[src/hdl/sfrot_defs.vh]
// constants for the set-register / rotate-right execution block
// included by hdl/sfrot_exec.v only
`ifndef SFROT_DEFS_VH
`define SFROT_DEFS_VH
// opcode fields of the 16-bit instruction word
`define SFROT_SET_OPC 7'h34
`define SFROT_SET_OPC_HI 15
`define SFROT_SET_OPC_LO 9
`define SFROT_ROT_OPC 6'h10
`define SFROT_ROT_OPC_HI 15
`define SFROT_ROT_OPC_LO 10
`define SFROT_D_BIT 9
`define SFROT_A_BIT 8
`define SFROT_F_HI 7
`define SFROT_F_LO 0
// values and limits
`define SFROT_ALL_ONES 8'hff
`define SFROT_ZERO_BYTE 8'h00
`define SFROT_IDX_LIMIT 8'h5f
`define SFROT_ACC_SPLIT 8'h80
`define SFROT_ACC_HI_BANK 4'hf
`define SFROT_ACC_LO_BANK 4'h0
`define SFROT_ADDR_ZERO 12'h000
`define SFROT_BANK_ZERO 4'h0
// quarter phase one-hot codes
`define SFROT_Q1 4'h1
`define SFROT_Q2 4'h2
`define SFROT_Q3 4'h4
`define SFROT_Q4 4'h8
`endif

[src/hdl/sfrot_exec.v]
// execution tail for the set-register and rotate-right-no-carry ops
// assumes: the decoder outside issues one instruction per
// four-clock cycle of the internal quarter-phase counter; data memory reads combinationally on o_mem_addr
// How it works
// - set-register op writes 8'hff into the addressed file register
// - access bit zero, when not indexed, targets the access bank, bank select ignored
// - access bit one takes the bank from the bank-select register
// - access bit zero, extended set on, f up to 5f is indexed offset
// - rotate with destination one writes result back to file register
// - rotate with destination zero writes working register, file kept
// - rotate right one place, bit 0 into bit 7, carry untouched
`timescale 1ns/1ns
`include "sfrot_defs.vh"
module sfrot_exec (
   // clock and reset
   input wire I_CLK,
   input wire I_RESETN,
   input wire I_CE,
   // instruction from decoder, held for the whole instruction cycle
   input wire I_VALID,
   input wire [15:0] I_INSTR,
   // core state
   input wire [3:0] I_BANK_SELECT_REGISTER,
   input wire [11:0] I_INDEX_BASE,
   input wire I_EXT_SET_EN,
   // data memory
   input wire [7:0] I_MEM_RDATA,
   output reg [11:0] O_MEM_ADDR,
   output reg [7:0] O_MEM_WDATA,
   output reg O_MEM_WE,
   // working register and status side
   output reg [7:0] O_W_DATA,
   output reg O_W_WE,
   output reg O_NZ_UPDATE,
   output reg O_BUSY
);
   localparam ST_Q1 = `SFROT_Q1;
   localparam ST_Q2 = `SFROT_Q2;
   localparam ST_Q3 = `SFROT_Q3;
   localparam ST_Q4 = `SFROT_Q4;

   // quarter phase state
   reg [3:0] st_q;
   reg [3:0] st_d;
   // operation latched in the decode phase
   reg is_set_q;
   reg is_set_d;
   reg is_rot_q;
   reg is_rot_d;
   reg dest_q;
   reg dest_d;
   // result byte
   reg [7:0] res_q;
   reg [7:0] res_d;
   // next values of the registered outputs
   reg [11:0] mem_addr_d;
   reg [7:0] mem_wdata_d;
   reg mem_we_d;
   reg [7:0] w_data_d;
   reg w_we_d;
   reg nz_upd_d;
   reg busy_d;

   // phase decode
   wire in_q1 = (st_q == ST_Q1);
   wire in_q3 = (st_q == ST_Q3);
   wire in_q4 = (st_q == ST_Q4);

   // instruction fields
   wire [7:0] f_fld = I_INSTR[`SFROT_F_HI:`SFROT_F_LO];
   wire a_bit = I_INSTR[`SFROT_A_BIT];
   wire d_bit = I_INSTR[`SFROT_D_BIT];
   wire [6:0] set_opc = I_INSTR[`SFROT_SET_OPC_HI:`SFROT_SET_OPC_LO];
   wire [5:0] rot_opc = I_INSTR[`SFROT_ROT_OPC_HI:`SFROT_ROT_OPC_LO];
   wire dec_set = I_VALID && (set_opc == `SFROT_SET_OPC);
   wire dec_rot = I_VALID && (rot_opc == `SFROT_ROT_OPC);
   wire dec_any = dec_set | dec_rot;
   // base plus offset wraps inside the 12-bit data space
   wire [11:0] idx_sum = I_INDEX_BASE + {`SFROT_BANK_ZERO, f_fld};
   wire idx_range = (f_fld <= `SFROT_IDX_LIMIT);
   wire lo_access = (f_fld < `SFROT_ACC_SPLIT);
   reg [11:0] eff_addr;

   always @* begin
      if (a_bit) begin
         eff_addr = {I_BANK_SELECT_REGISTER, f_fld};
      end else if (I_EXT_SET_EN && idx_range) begin
         eff_addr = idx_sum;
      end else if (lo_access) begin
         eff_addr = {`SFROT_ACC_LO_BANK, f_fld};
      end else begin
         eff_addr = {`SFROT_ACC_HI_BANK, f_fld};
      end
   end

   always @* begin
      st_d = st_q;
      case (st_q)
         ST_Q1: st_d = ST_Q2;
         ST_Q2: st_d = ST_Q3;
         ST_Q3: st_d = ST_Q4;
         ST_Q4: st_d = ST_Q1;
         default: st_d = ST_Q1;
      endcase
   end

   // instruction word is ignored outside the decode phase
   always @* begin
      is_set_d = is_set_q;
      is_rot_d = is_rot_q;
      dest_d = dest_q;
      if (in_q1) begin
         is_set_d = dec_set;
         is_rot_d = dec_rot;
         dest_d = d_bit;
      end
   end

   always @* begin
      res_d = res_q;
      if (in_q3) begin
         if (is_set_q) begin
            res_d = `SFROT_ALL_ONES;
         end else begin
            // carry is neither read nor written here
            res_d = {I_MEM_RDATA[0], I_MEM_RDATA[7:1]};
         end
      end
   end

   always @* begin
      mem_addr_d = O_MEM_ADDR;
      if (in_q1) begin
         mem_addr_d = eff_addr;
      end
   end

   // data outputs hold the last result between operations
   always @* begin
      mem_wdata_d = O_MEM_WDATA;
      w_data_d = O_W_DATA;
      if (in_q3 && (is_set_q || is_rot_q)) begin
         mem_wdata_d = res_d;
         w_data_d = res_d;
      end
   end

   // one write in the last phase, then done: single cycle, one word
   always @* begin
      mem_we_d = 1'b0;
      w_we_d = 1'b0;
      nz_upd_d = 1'b0;
      if (in_q3) begin
         mem_we_d = is_set_q | (is_rot_q & dest_q);
         w_we_d = is_rot_q & ~dest_q;
         // set-register leaves status alone
         nz_upd_d = is_rot_q;
      end
   end

   always @* begin
      busy_d = O_BUSY;
      if (in_q1) begin
         busy_d = dec_any;
      end else if (in_q4) begin
         busy_d = 1'b0;
      end
   end

   always @(posedge I_CLK or negedge I_RESETN) begin
      if (!I_RESETN) begin
         st_q <= ST_Q1;
      end else if (I_CE) begin
         st_q <= st_d;
      end
   end

   always @(posedge I_CLK or negedge I_RESETN) begin
      if (!I_RESETN) begin
         is_set_q <= 1'b0;
         is_rot_q <= 1'b0;
         dest_q <= 1'b0;
      end else if (I_CE) begin
         is_set_q <= is_set_d;
         is_rot_q <= is_rot_d;
         dest_q <= dest_d;
      end
   end

   always @(posedge I_CLK or negedge I_RESETN) begin
      if (!I_RESETN) begin
         res_q <= `SFROT_ZERO_BYTE;
      end else if (I_CE) begin
         res_q <= res_d;
      end
   end

   always @(posedge I_CLK or negedge I_RESETN) begin
      if (!I_RESETN) begin
         O_MEM_ADDR <= `SFROT_ADDR_ZERO;
      end else if (I_CE) begin
         O_MEM_ADDR <= mem_addr_d;
      end
   end

   always @(posedge I_CLK or negedge I_RESETN) begin
      if (!I_RESETN) begin
         O_MEM_WDATA <= `SFROT_ZERO_BYTE;
         O_W_DATA <= `SFROT_ZERO_BYTE;
      end else if (I_CE) begin
         O_MEM_WDATA <= mem_wdata_d;
         O_W_DATA <= w_data_d;
      end
   end

   // a frozen clock enable stretches the strobes with everything else
   always @(posedge I_CLK or negedge I_RESETN) begin
      if (!I_RESETN) begin
         O_MEM_WE <= 1'b0;
         O_W_WE <= 1'b0;
         O_NZ_UPDATE <= 1'b0;
      end else if (I_CE) begin
         O_MEM_WE <= mem_we_d;
         O_W_WE <= w_we_d;
         O_NZ_UPDATE <= nz_upd_d;
      end
   end

   always @(posedge I_CLK or negedge I_RESETN) begin
      if (!I_RESETN) begin
         O_BUSY <= 1'b0;
      end else if (I_CE) begin
         O_BUSY <= busy_d;
      end
   end
endmodule

[config.mk]
export PLATFORM = sky130hd
export DESIGN_NAME = sfrot_exec
export DESIGN_NICKNAME = d
export VERILOG_FILES = /design/src/hdl/sfrot_exec.v
export VERILOG_INCLUDE_DIRS = /design/src /design/src/hdl
export SDC_FILE = /design/constraint.sdc
export NUM_CORES = 1
export LEC_CHECK = 0
export BUFFER_PORTS_ARGS = -buffer_cell sky130_fd_sc_hd__buf_4
export CAP_MARGIN = 40
export CORE_AREA = 2 2 74 76
export CTS_BUF_LIST = sky130_fd_sc_hd__clkbuf_4 sky130_fd_sc_hd__clkbuf_8
export CTS_CLUSTER_SIZE = 12
export DETAILED_ROUTE_END_ITERATION = 8
export DIE_AREA = 0 0 76 78
export GPL_TIMING_DRIVEN = 0
export PLACE_DENSITY = 0.73
export SLEW_MARGIN = 10
export SYNTH_ARGS = -nofsm -noshare
export SYNTH_HDL_FRONTEND = slang
export SYNTH_SLANG_ARGS = --single-unit
[constraint.sdc]
create_clock -name I_CLK -period 1.7 [get_ports I_CLK]
set_clock_uncertainty 0.15 [all_clocks]
set_input_delay 0.255 -clock I_CLK [delete_from_list [all_inputs] [get_ports I_CLK]]
set_output_delay 0.255 -clock I_CLK [all_outputs]
set_load 0.005 [all_outputs]
* Word-level counts from Yosys, hierarchy flattened
Index checks and enable logic that the tools add are counted.
** Operators by class
- Bitwise gates (word level) :: 5
- Order comparisons :: 2
- Muxes and demuxes :: 11
- $add $sub $neg :: 1
- Equal/unequal tests :: 6
- Reduce and logical (&&, ||, !) cells :: 9
** Operators by type and width (number)
- 12-bit 2-to-1 mux :: 3
- 8-bit 2-to-1 mux :: 2
- 12-bit by 8-bit adder with 12-bit output :: 1
- 4-bit one-hot mux with 3 select lines :: 1
- 8-bit by 7-bit less-or-equal comparator with 1-bit output, second input constant :: 1
- 8-bit < comparator, second input constant :: 1
- 7-bit by 6-bit equality test with 1-bit output, second input constant :: 1
- 6-bit by 5-bit equality test with 1-bit output, second input constant :: 1
- 2-bit AND reduction :: 3
- 1-bit 2-to-1 mux :: 5
- 4-bit by 1-bit equality test with 1-bit output, second input constant :: 1
- 4-bit by 2-bit equality test with 1-bit output, second input constant :: 1
- 4-bit by 3-bit equality test with 1-bit output, second input constant :: 1
- 4-bit equality test, second input constant :: 1
- 1-bit logical AND :: 4
- 1-bit AND :: 2
- 1-bit bitwise OR :: 2
- 2-bit nonzero test :: 1
- 1-bit logical OR :: 1
- 1-bit inverter :: 1
** Storage, ports and cells
- Register bits :: 39
- Input bits :: 45
- Output and inout bits :: 32

* Depth between registers and ports, before layout
Gate-level depths: netlist of the first run.
- Depth in word-level cells :: 4
- Depth in mapped cells :: 8

* Least setup slack after synthesis of the first run
OpenSTA, ideal clock, no wires.
- Path kind :: input-to-reg
- Start :: in I_INSTR[0]
- End :: reg O_MEM_ADDR[8]
- Data arrival time :: 1.685 ns
- Cell stages on the path :: 8
- Data required time :: 1.424 ns
- Buffers on the path :: 0
- Setup slack :: -0.261 ns
- Cell sequence :: ha_1 > inv_1 > fa_1 > and2b_1 > o2111ai_1 > a21oi_1 > mux2i_1 > a21oi_1
** Between the ends
- Word-level cells in the longest chain between the ends :: 4
- Elaborated cells between the ends (all ways) :: 7
** Ends and longest elaborated chain
- from (decl) :: line sfrot_exec.v:21 : input wire [15:0] I_INSTR,
- 8-bit < comparator (no line) or 8-bit by 7-bit less-or-equal comparator with 1-bit output (tied branches)
- 12-bit 2-to-1 mux or 1-bit logical AND (tied branches) :: line sfrot_exec.v:89, sfrot_exec.v:87
- 12-bit 2-to-1 mux * :: line sfrot_exec.v:87 : end else if (I_EXT_SET_EN && idx_range) begin
- 12-bit 2-to-1 mux * :: line sfrot_exec.v:85 : if (a_bit) begin
- to (signal assigned) :: line sfrot_exec.v:200 : O_MEM_ADDR <= `SFROT_ADDR_ZERO;
- to (signal assigned) :: line sfrot_exec.v:202 : O_MEM_ADDR <= mem_addr_d;
- to (decl) :: line sfrot_exec.v:28 : output reg [11:0] O_MEM_ADDR,
Every way passes the cells marked *; elsewhere a longest branch is shown, timed or not.
A chain may end at the register's enable or synchronous reset.

* Worst setup path in the final report of the first run
- Start :: in I_INDEX_BASE[0]
- End :: reg O_MEM_ADDR[8]
** Between the ends
- Word-level cells in the longest chain between the ends :: 3
** Ends and longest elaborated chain
- from (decl) :: line sfrot_exec.v:24 : input wire [11:0] I_INDEX_BASE,
- 12-bit by 8-bit adder with 12-bit output :: line sfrot_exec.v:79 : wire [11:0] idx_sum = I_INDEX_BASE + {`SFROT_BANK_ZERO, f_fld};
- 12-bit 2-to-1 mux :: line sfrot_exec.v:87
- 12-bit 2-to-1 mux :: line sfrot_exec.v:85
Every way passes these cells.

==> results of run 1 <==
==> worst max-delay path, cell delays in order <==
cell       delay [ns]
buf_8            0.08
ha_4             0.13
inv_2            0.03
fa_2             0.33
and2b_2          0.26
o2111ai_4        0.16
a21oi_4          0.20
mux2i_1          0.25
a21oi_1          0.09
==> power breakdown <==
group	switching, mW	total (mW)	internal (mW)	leakage (nW)
Sequential	0.217	1.45	1.23	0.495
Combinational	0.727	1.54	0.809	1.04
Clock	0.327	0.802	0.475	0.0612
==> state kept, by name, indices dropped and copies added (netlist names), 4 cells and up <==
signal,count
O_W_DATA,8
O_MEM_ADDR,12
res_q,8
st_q,4
==> logic make-up (layout without fill, tap and decap cells) <==
kind of cell / count (synthesis) / after routing
AND/OR/NAND/NOR: 107 / 108
AO/OA/AOI/OAI: 90 / 90
adder cells (fa/ha/maj): 9 / 9
XOR/XNOR: 2 / 2
multiplexers: 2 / 2
flip-flops: 39 / 39
buffers and inverters: 32 / 126
==> metrics by stage <==
| step | power, mW | util | TNS, ns |
|---|---|---|---|
| 2_1_floorplan | 2.20 | - | -0.390 |
| 6_report | 3.79 | 0.683 | -0.140 |
| 5_1_grt | 4.07 | 0.683 | -0.498 |
| 4_1_cts | 3.66 | 0.666 | -0.147 |
| 3_5_place_dp | 2.75 | 0.608 | -3.53 |
| 3_3_place_gp | 2.70 | 0.608 | -3.03 |
==> what timing repair did <==
item,CTS,global route
buffers inserted,7,3
hold buffers,3,0
setup endpoints to repair,23,23
resized for setup,25,21
hold endpoints to repair,40,0
pin swaps,18,9
cloned,1,0
==> layer usage <==
metal	track usage	vias up	part of all wire
met2	0.397	75	0.53
li1	-	1174	-
met3	0.0419	4	0.050
met4	0.0636	0	0.0053
met5	0	-	0
met1	0.257	1071	0.41
==> final timing paths <==
path / end / slack, ns / cells after the start
setup / recovery: O_MEM_ADDR[8] / -0.08 / 9
hold / removal: is_rot_q / 0.007 / 2
setup reg to reg: O_MEM_ADDR[11] / -0.03 / 6
hold reg to reg: res_q[0] / 0.33 / 2
max in group asynchronous: st_q[1] / 0.72 / 2
min in group asynchronous: O_W_WE / 0.32 / 2
==> cells in the final DEF (no fill, tap or decap), drive strengths merged, types with 3 or more instances in the layout <==
cell         netlist  layout
clkbuf             6      12
nand2             48      48
dfrtp             38      38
inv               12      12
a211oi             3       3
nor2              26      26
a31oi              3       3
buf               14      97
nor3               5       5
a21o               5       5
o2111ai            4       4
o21ai             40      40
dlygate4sd3        0       3
nand3              8       8
nand4              4       4
and2               2       3
a21oi             18      18
o31ai              3       3
and3               4       4
ha                 8       8
==> cell type report <==
class / instances / area [um2]
clock buffer: 6 / 82.6
multi-input combinational: 211 / 1400
fill: 433 / 1600
inverter: 12 / 45.0
timing repair buffer: 89 / 702
sequential: 39 / 980
tap: 70 / 87.6
clock inverter: 2 / 35.0
buffer: 17 / 110
==> run metrics, run 1 <==
crit path max fanout 3; Hold Path Origin I_INSTR[13]; Synth area leaders dfrtp_1, o21ai_0, nand2_1; Final Hold Slack 0.00701 ns; yosys warns 0; CTS tree built; PD cells around 1100 mW/mm2; fin crit period between 1.5 and 2 ns; Max-Cap Viols 0; Tcrit/Tclk final 1.05; row count 26; largest net degree at the start of global routing 40; most frequent cell after synthesis nand2_1; simple-gate share of the synthesized area 0.213; Synth Area in Adders 0.0504; Placement Setup Slack -0.442 ns; area leader, netlist dfrtp_1; xor-xnor portion of the synthesized cell area 0.00735; port bufs 76; status finished, violations left; Final nets about 430; via/cell ratio roughly 5.2; first-pass GRT wire length slightly above 10000 um; max-slew violations 0; die height approximately 80 um; clock latency on the worst-skew pair approximately 0.29 ns; CP arrival ~1.8 ns; ratio of cells with drive above 1 in the final layout 0.378; top cells by count, synth nand2_1, o21ai_0, dfrtp_1; Startpoint Class primary input; Seq/Total Area, Yosys 0.410; Synth async-reset ratio 1.00; syn_nets 335; Final Hold Viols 0; Unique masters post-synth about 50; vias in the first global route between 2k and 2.5k; Worst Setup SP I_INDEX_BASE[0]; number of DRC markers in iteration 0 between 100 and 150; CP Class primary input to register; Max transition margin 0.662; Post-Route WL between 6000 and 7000 um; area of the core ~0.0050 mm2; top_reg_cell synth dfrtp_1; worst setup margin -0.0843 ns; Initial Utilization 0.473; GRT overflow 0; area after detailed placement roughly 0.0031 mm2; WL per Instance 14.3 um; DR vias roughly 2.3k; failing checks negative setup slack; Worst-path clk slew roughly 0.080 ns; RSZ-0062 raised after global routing true; CTS sink count 39; Cell Count Post-Placement roughly 430; Worst Path Required 1.72 ns; Yosys top cell area share 0.399; GR Util All Layers 0.216; Layout area overhead 44.4%; # setup viols final 3; multiplexer share of the synthesized area 0.00840; CTS root buffer clkbuf_8; final std cells w/o fill 446; Hold Crit Class primary input to register; reg2reg start st_q[0]; io pins 77; H-tree Lvls 2; ANT nets after route 0; EDFF count, synth 0; initial antenna violation count 0; post-route design area roughly 0.0034 mm2; peak supply drop roughly 0.45 mV; Pleak 1.60 nW; Antenna Cells 0; fmax 560 MHz; syn_area_per_cell between 8 and 9 um2; post-synthesis compound-gate area fraction 0.239; total clock buffers created by CTS 5; Die W roughly 76 um; Synth Register Bits 39; gpl congestion between 0.8 and 0.9; actual slew at the worst max-slew pin ~0.50 ns; 1st-pass router iterations 4; CP Capture Type register; Post-DP HPWL 4760 um; DRC violations left 0; DIE AREA between 0.005 and 0.006 mm2; post-synthesis cell count between 200 and 300; maximum clock path buffer count 2; Synth Cell Area between 0.002 and 0.0025 mm2; main combinational cell family by area after synthesis compound AO/OA/AOI/OAI gates
Note: power is estimated with default switching activity, not from simulation.
==> run 2, diff against run 1 <==
Settings changed: ABC_AREA set to 0, GPL_ROUTABILITY_DRIVEN set to 0, REMOVE_ABC_BUFFERS set to 1.
==> run 2 against run 1 <==
Effect of this change:
- the run now ends clean
- flip-flop and latch count did not move
- sequential share of layout area up 0.98 points
- first-iteration DRC count up 4.2%
- count of clock-buffer cells in the layout is 1 lower
- non-clock buffer count shrank 11
- wire length is 6.2% lower
- hold slack lost 0.00075 ns
- final area fell by 3.5%
- power is 4.3% lower
==> run metrics, run 2 (synthesis gave the netlist of run 1 again) <==
CTS tree built; Worst Path Required 1.72 ns (about the same); Post-Route WL 6000 um (-6.2%); Antenna Cells 0 (unchanged); Final Hold Viols 0 (unchanged); DR vias 2364 (+1.7%); commonest non-fill, non-tap cell in the layout buf_4; Die W 76 um (unchanged); Max transition margin 0.658 (-0.00409); DRC violations left 0 (unchanged); row count 26 (unchanged); Sw Ratio 0.339 (+0.00324); crit path max fanout 3 (unchanged); number of DRC markers in iteration 0 148 (+4.2%); actual slew at the worst max-slew pin 0.513 ns (+0.0132 ns); critical-path cell list buf_8 > ha_4 > inv_2 > fa_2 > and2b_2 > o2111ai_4 > a21oi_4 > mux2i_1 > a21oi_1; first-pass GRT wire length 9430 um (-8.7%); max-slew violations 0 (unchanged); cell-internal power 2.39 mW (-4.8%); io pins 77 (unchanged); PD cells 1090 mW/mm2 (-0.92%); Comb pwr share 0.395 (-0.011); Multi-input gate area 0.00137 mm2 (-2.1%); fin crit period 1.69 ns (-0.0894 ns); status finished, final reports clean; RSZ-0062 raised after global routing true; commonest non-fill, non-tap cells in the layout buf_4, nand2_1, o21ai_0; Layout area overhead 39.4%; worst setup margin 0.00507 ns (+0.0894 ns); most flop-heavy register O_MEM_ADDR; Final nets 419 (-2.3%); max incr delay on CP 0.32 ns (about the same); Critical-path top delay cell fa_2; clock latency on the worst-skew pair 0.29 ns (about the same); hold depth 2 (unchanged); CTS root buffer clkbuf_8; # fillers 447 (+3.2%); CP Capture Type register; peak supply drop 0.543 mV (+21%); die height 78 um (unchanged); via/cell ratio 5.42 (+4.1%); Max-Cap Viols 0 (unchanged); path depth of the worst reg2reg path 6 (unchanged); Reg power frac 0.394 (+0.012); Tcrit/Tclk final 0.997 (-0.0526); Core Util, Final 0.659 (-0.0236); CP Class primary input to register; total clock buffers created by CTS 5 (unchanged); DIE AREA 0.00593 mm2 (unchanged); Final Hold Slack 0.00627 ns (-0.000745 ns); Startpoint Class primary input; CP arrival 1.72 ns (-0.08 ns); Worst-path clk slew 0.08 ns (about the same); largest net degree at the start of global routing 40 (unchanged); # setup viols final 0 (-3); Clock power frac 0.211 (about the same); 1st-pass router iterations 5 (+1); WL per Instance 13.8 um (-4.0%); CTS sink count 39 (unchanged); initial antenna violation count 0 (unchanged); Psw 1.23 mW (-3.4%); vias in the first global route 2124 (-4.2%); Post-DP HPWL 4000 um (-16%); max reg flops 12 (unchanged); Reg area 978 um2 (-0.13%); Tot Pwr 3.62 mW (-4.3%); ANT nets after route 0 (unchanged); Pleak 1.54 nW (-3.4%); Regs by FF count O_MEM_ADDR x12, O_W_DATA x8, res_q x8; ratio of cells with drive above 1 in the final layout 0.361 (-0.0170); area of the core 0.00504 mm2 (unchanged); GR Util All Layers 0.194 (-0.0228); H-tree Lvls 2 (unchanged); Initial Utilization 0.473 (unchanged); fmax 590 MHz (+5.3%); Placement Setup Slack -0.582 ns (-0.140 ns); port bufs 76 (unchanged); GRT overflow 0 (unchanged); Hold Crit Class primary input to register; maximum clock path buffer count 2 (unchanged)
-- run 2: path summary, 6_finish.rpt --
kind,start,endpoint,slack (ns)
max,I_INSTR[0],O_MEM_ADDR[8],0.005
min,I_INSTR[11],is_rot_q,0.006
max reg2reg,st_q[0],O_MEM_ADDR[11],0.04
min reg2reg,O_MEM_ADDR[2],O_MEM_ADDR[2],0.33
max in group asynchronous,I_RESETN,st_q[2],0.70
min in group asynchronous,I_RESETN,O_W_DATA[4],0.32
-- run 2: critical path: cells and delay by family --
| kind | cells | cell delay, ns |
|---|---|---|
| AOI/OAI and AO/OA | 3 | 0.44 |
| adders and majority gates | 2 | 0.45 |
| and+or+nand+nor | 1 | 0.26 |
| buffers and inverters | 2 | 0.11 |
| muxes | 1 | 0.20 |
-- run 2: metal layers --
layer,vias up,track usage,wire (um)
li1,1160,-,-
met1,1106,0.241,2540
met2,88,0.333,2990
met3,10,0.0512,389
met4,0,0.0545,74
met5,-,0,0
-- run 2: power groups by stage --
stage	clock network (mW)	registers, mW	logic [mW]
5_1_grt	0.821	1.47	1.60
3_5_place_dp	0	1.45	1.19
6_report	0.764	1.43	1.43
4_1_cts	0.783	1.42	1.36
2_1_floorplan	0	1.43	0.683
3_3_place_gp	0	1.44	1.16
-- run 2: timing repair --
action,4_1_cts,5_1_grt
setup buffers,7,10
gates cloned,1,1
hold buffers,2,0
endpoints found under the setup margin,20,17
resized for setup,16,15
endpoints found under the hold margin,39,0
pin swaps,4,12
-- run 2: per-stage QoR --
stage	TNS [ns]	instances	cell area, um2
6_report	0	436	3320
5_1_grt	-0.269	436	3320
4_1_cts	-0.00749	425	3180
3_5_place_dp	-3.50	407	2910
3_3_place_gp	-3.13	407	2910
2_1_floorplan	-0.747	261	2260
-- run 2: final cells by class --
type,instances,area share
Multi-Input combinational cell,212,0.412
Sequential cell,39,0.294
Timing Repair Buffer,95,0.220
Tap cell,70,0.0264
Clock buffer,5,0.0207
Inverter,12,0.0136
Clock inverter,3,0.0132
==> run 3, diff against run 2 <==
Settings changed: RECOVER_POWER set to 50.
==> run 3 against run 2 <==
Effect of this change:
- largest cell class unchanged
- register-to-register slack about the same
- wire length up 0.12%
- hold slack barely moved
- clock power up 0.5%
- critical path depth stayed put
- first-iteration DRC count fell by 6.1%
- sequential power about the same
==> run metrics, run 3 (synthesis gave the netlist of run 1 again) <==
status finished, final reports clean; # fillers 452 (+1.1%); commonest non-fill, non-tap cell in the layout buf_4; CTS tree built; CTS root buffer clkbuf_8; number of DRC markers in iteration 0 139 (-6.1%); DRC violations left 0 (unchanged); WL per Instance 13.8 um (+0.12%); via/cell ratio 5.38 (-0.85%); CTS sink count 39 (unchanged); CP Capture Type register; commonest non-fill, non-tap cells in the layout buf_4, nand2_1, o21ai_0; Final Hold Viols 0 (unchanged); Post-Route WL 6010 um (+0.12%); Initial Utilization 0.473 (unchanged); fin crit period 1.69 ns (-0.00190 ns); # setup viols final 0 (unchanged); Hold Crit Class primary input to register; Final nets 419 (unchanged); H-tree Lvls 2 (unchanged); GRT overflow 0 (unchanged); post-route design area 0.00331 mm2 (-0.30%); max-slew violations 0 (unchanged); Startpoint Class primary input; GR Util All Layers 0.194 (unchanged); RSZ-0062 raised after global routing true; area of the core 0.00504 mm2 (unchanged); Max-Cap Viols 0 (unchanged); Critical-path top delay cell fa_2; initial antenna violation count 0 (unchanged); DR vias 2344 (-0.85%); Die W 76 um (unchanged); max reg flops 12 (unchanged); 1st-pass router iterations 4 (-1); actual slew at the worst max-slew pin 0.960 ns (+0.447 ns); Pleak 1.53 nW (-0.77%); peak supply drop 0.533 mV (-1.8%); ANT nets after route 0 (unchanged); Post-DP HPWL 4000 um (unchanged); CP arrival 1.72 ns (about the same); die height 78 um (unchanged); ratio of cells with drive above 1 in the final layout 0.355 (-0.00546); Tcrit/Tclk final 0.996 (-0.00112); maximum clock path buffer count 2 (unchanged); Antenna Cells 0 (unchanged); vias in the first global route 2124 (unchanged); row count 26 (unchanged); CP Class primary input to register; setup slack, reg-to-reg 0.04 ns (about the same); CP Buf/Inv Count 2 (unchanged); Worst-path clk slew 0.08 ns (about the same); most flop-heavy register O_MEM_ADDR; io pins 77 (unchanged); fmax 591 MHz (+0.11%); cell family with most CP delay adder cells; area after detailed placement 0.00291 mm2 (unchanged); Worst Path Required 1.73 ns (about the same); total clock buffers created by CTS 5 (unchanged); PD cells 1090 mW/mm2 (-0.23%); Tot Pwr 3.60 mW (-0.53%); max incr delay on CP 0.32 ns (about the same); crit path max fanout 3 (unchanged); Max transition margin 0.360 (-0.298); Cell Count Post-Placement 407 (unchanged); first-pass GRT wire length 9430 um (unchanged); critical-path cell list buf_8 > ha_4 > inv_2 > fa_2 > and2b_2 > o2111ai_4 > a21oi_4 > mux2i_1 > a21oi_1; clock latency on the worst-skew pair 0.29 ns (about the same); port bufs 76 (unchanged); largest net degree at the start of global routing 40 (unchanged); DIE AREA 0.00593 mm2 (unchanged); Regs by FF count O_MEM_ADDR x12, O_W_DATA x8, res_q x8; final std cells w/o fill 436 (unchanged); Layout area overhead 39.0%
[run 3: report_power, final]
| group | internal [mW] | total, mW | leakage, nW | switching, mW |
|---|---|---|---|---|
| registers | 1.23 | 1.42 | 0.496 | 0.195 |
| logic | 0.711 | 1.41 | 0.977 | 0.701 |
| clock network | 0.437 | 0.768 | 0.0581 | 0.331 |
[run 3: per-stage QoR]
step	hold WS, ns	setup slack [ns]	setup TNS, ns	util
global route	0.00388	-0.0707	-0.269	0.657
global placement	0.106	-0.559	-3.13	0.578
detailed placement	0.105	-0.582	-3.50	0.578
floorplan	-0.191	-0.261	-0.747	-
CTS	0.000169	-0.00749	-0.00749	0.631
finish	0.00628	0.00697	0	0.657
[run 3: what timing repair did]
item | 4_1_cts | 5_1_grt
gates cloned | 1 | 1
hold endpoints to repair | 39 | 0
buffers inserted | 7 | 10
setup endpoints to repair | 20 | 17
hold buffers | 2 | 0
pin swaps | 4 | 12
resized for setup | 16 | 15
[run 3: worst paths after layout]
check	start	end	cells after the start
max	I_INSTR[0]	O_MEM_ADDR[8]	9
min	I_INSTR[11]	is_rot_q	2
max reg2reg	st_q[0]	O_MEM_ADDR[11]	6
min reg2reg	O_MEM_ADDR[2]	O_MEM_ADDR[2]	2
max in group asynchronous	I_RESETN	st_q[2]	2
min in group asynchronous	I_RESETN	O_W_DATA[4]	2
[run 3: metal layers]
layer  part of all wire  GRT usage
met1               0.42      0.241
met4              0.012     0.0545
met2               0.50      0.333
met3              0.063     0.0512
met5                  0          0
[run 3: area by class of cell]
cell class	count	area, um2	area share
clock buffer	5	68.8	0.0208
sequential	39	978	0.295
tap	70	87.6	0.0264
timing repair buffer	95	719	0.217
inverter	12	45.0	0.0136
multi-input combinational	212	1370	0.414
clock inverter	3	43.8	0.0132
[run 3: worst register-to-register path, cell delays in order (launching register included)]
cell and delay (ns):
dfstp_2 0.53, nor3b_4 0.25, and2_4 0.24, buf_4 0.12, nor2_1 0.03, a31o_2 0.21
nand3_1 0.07
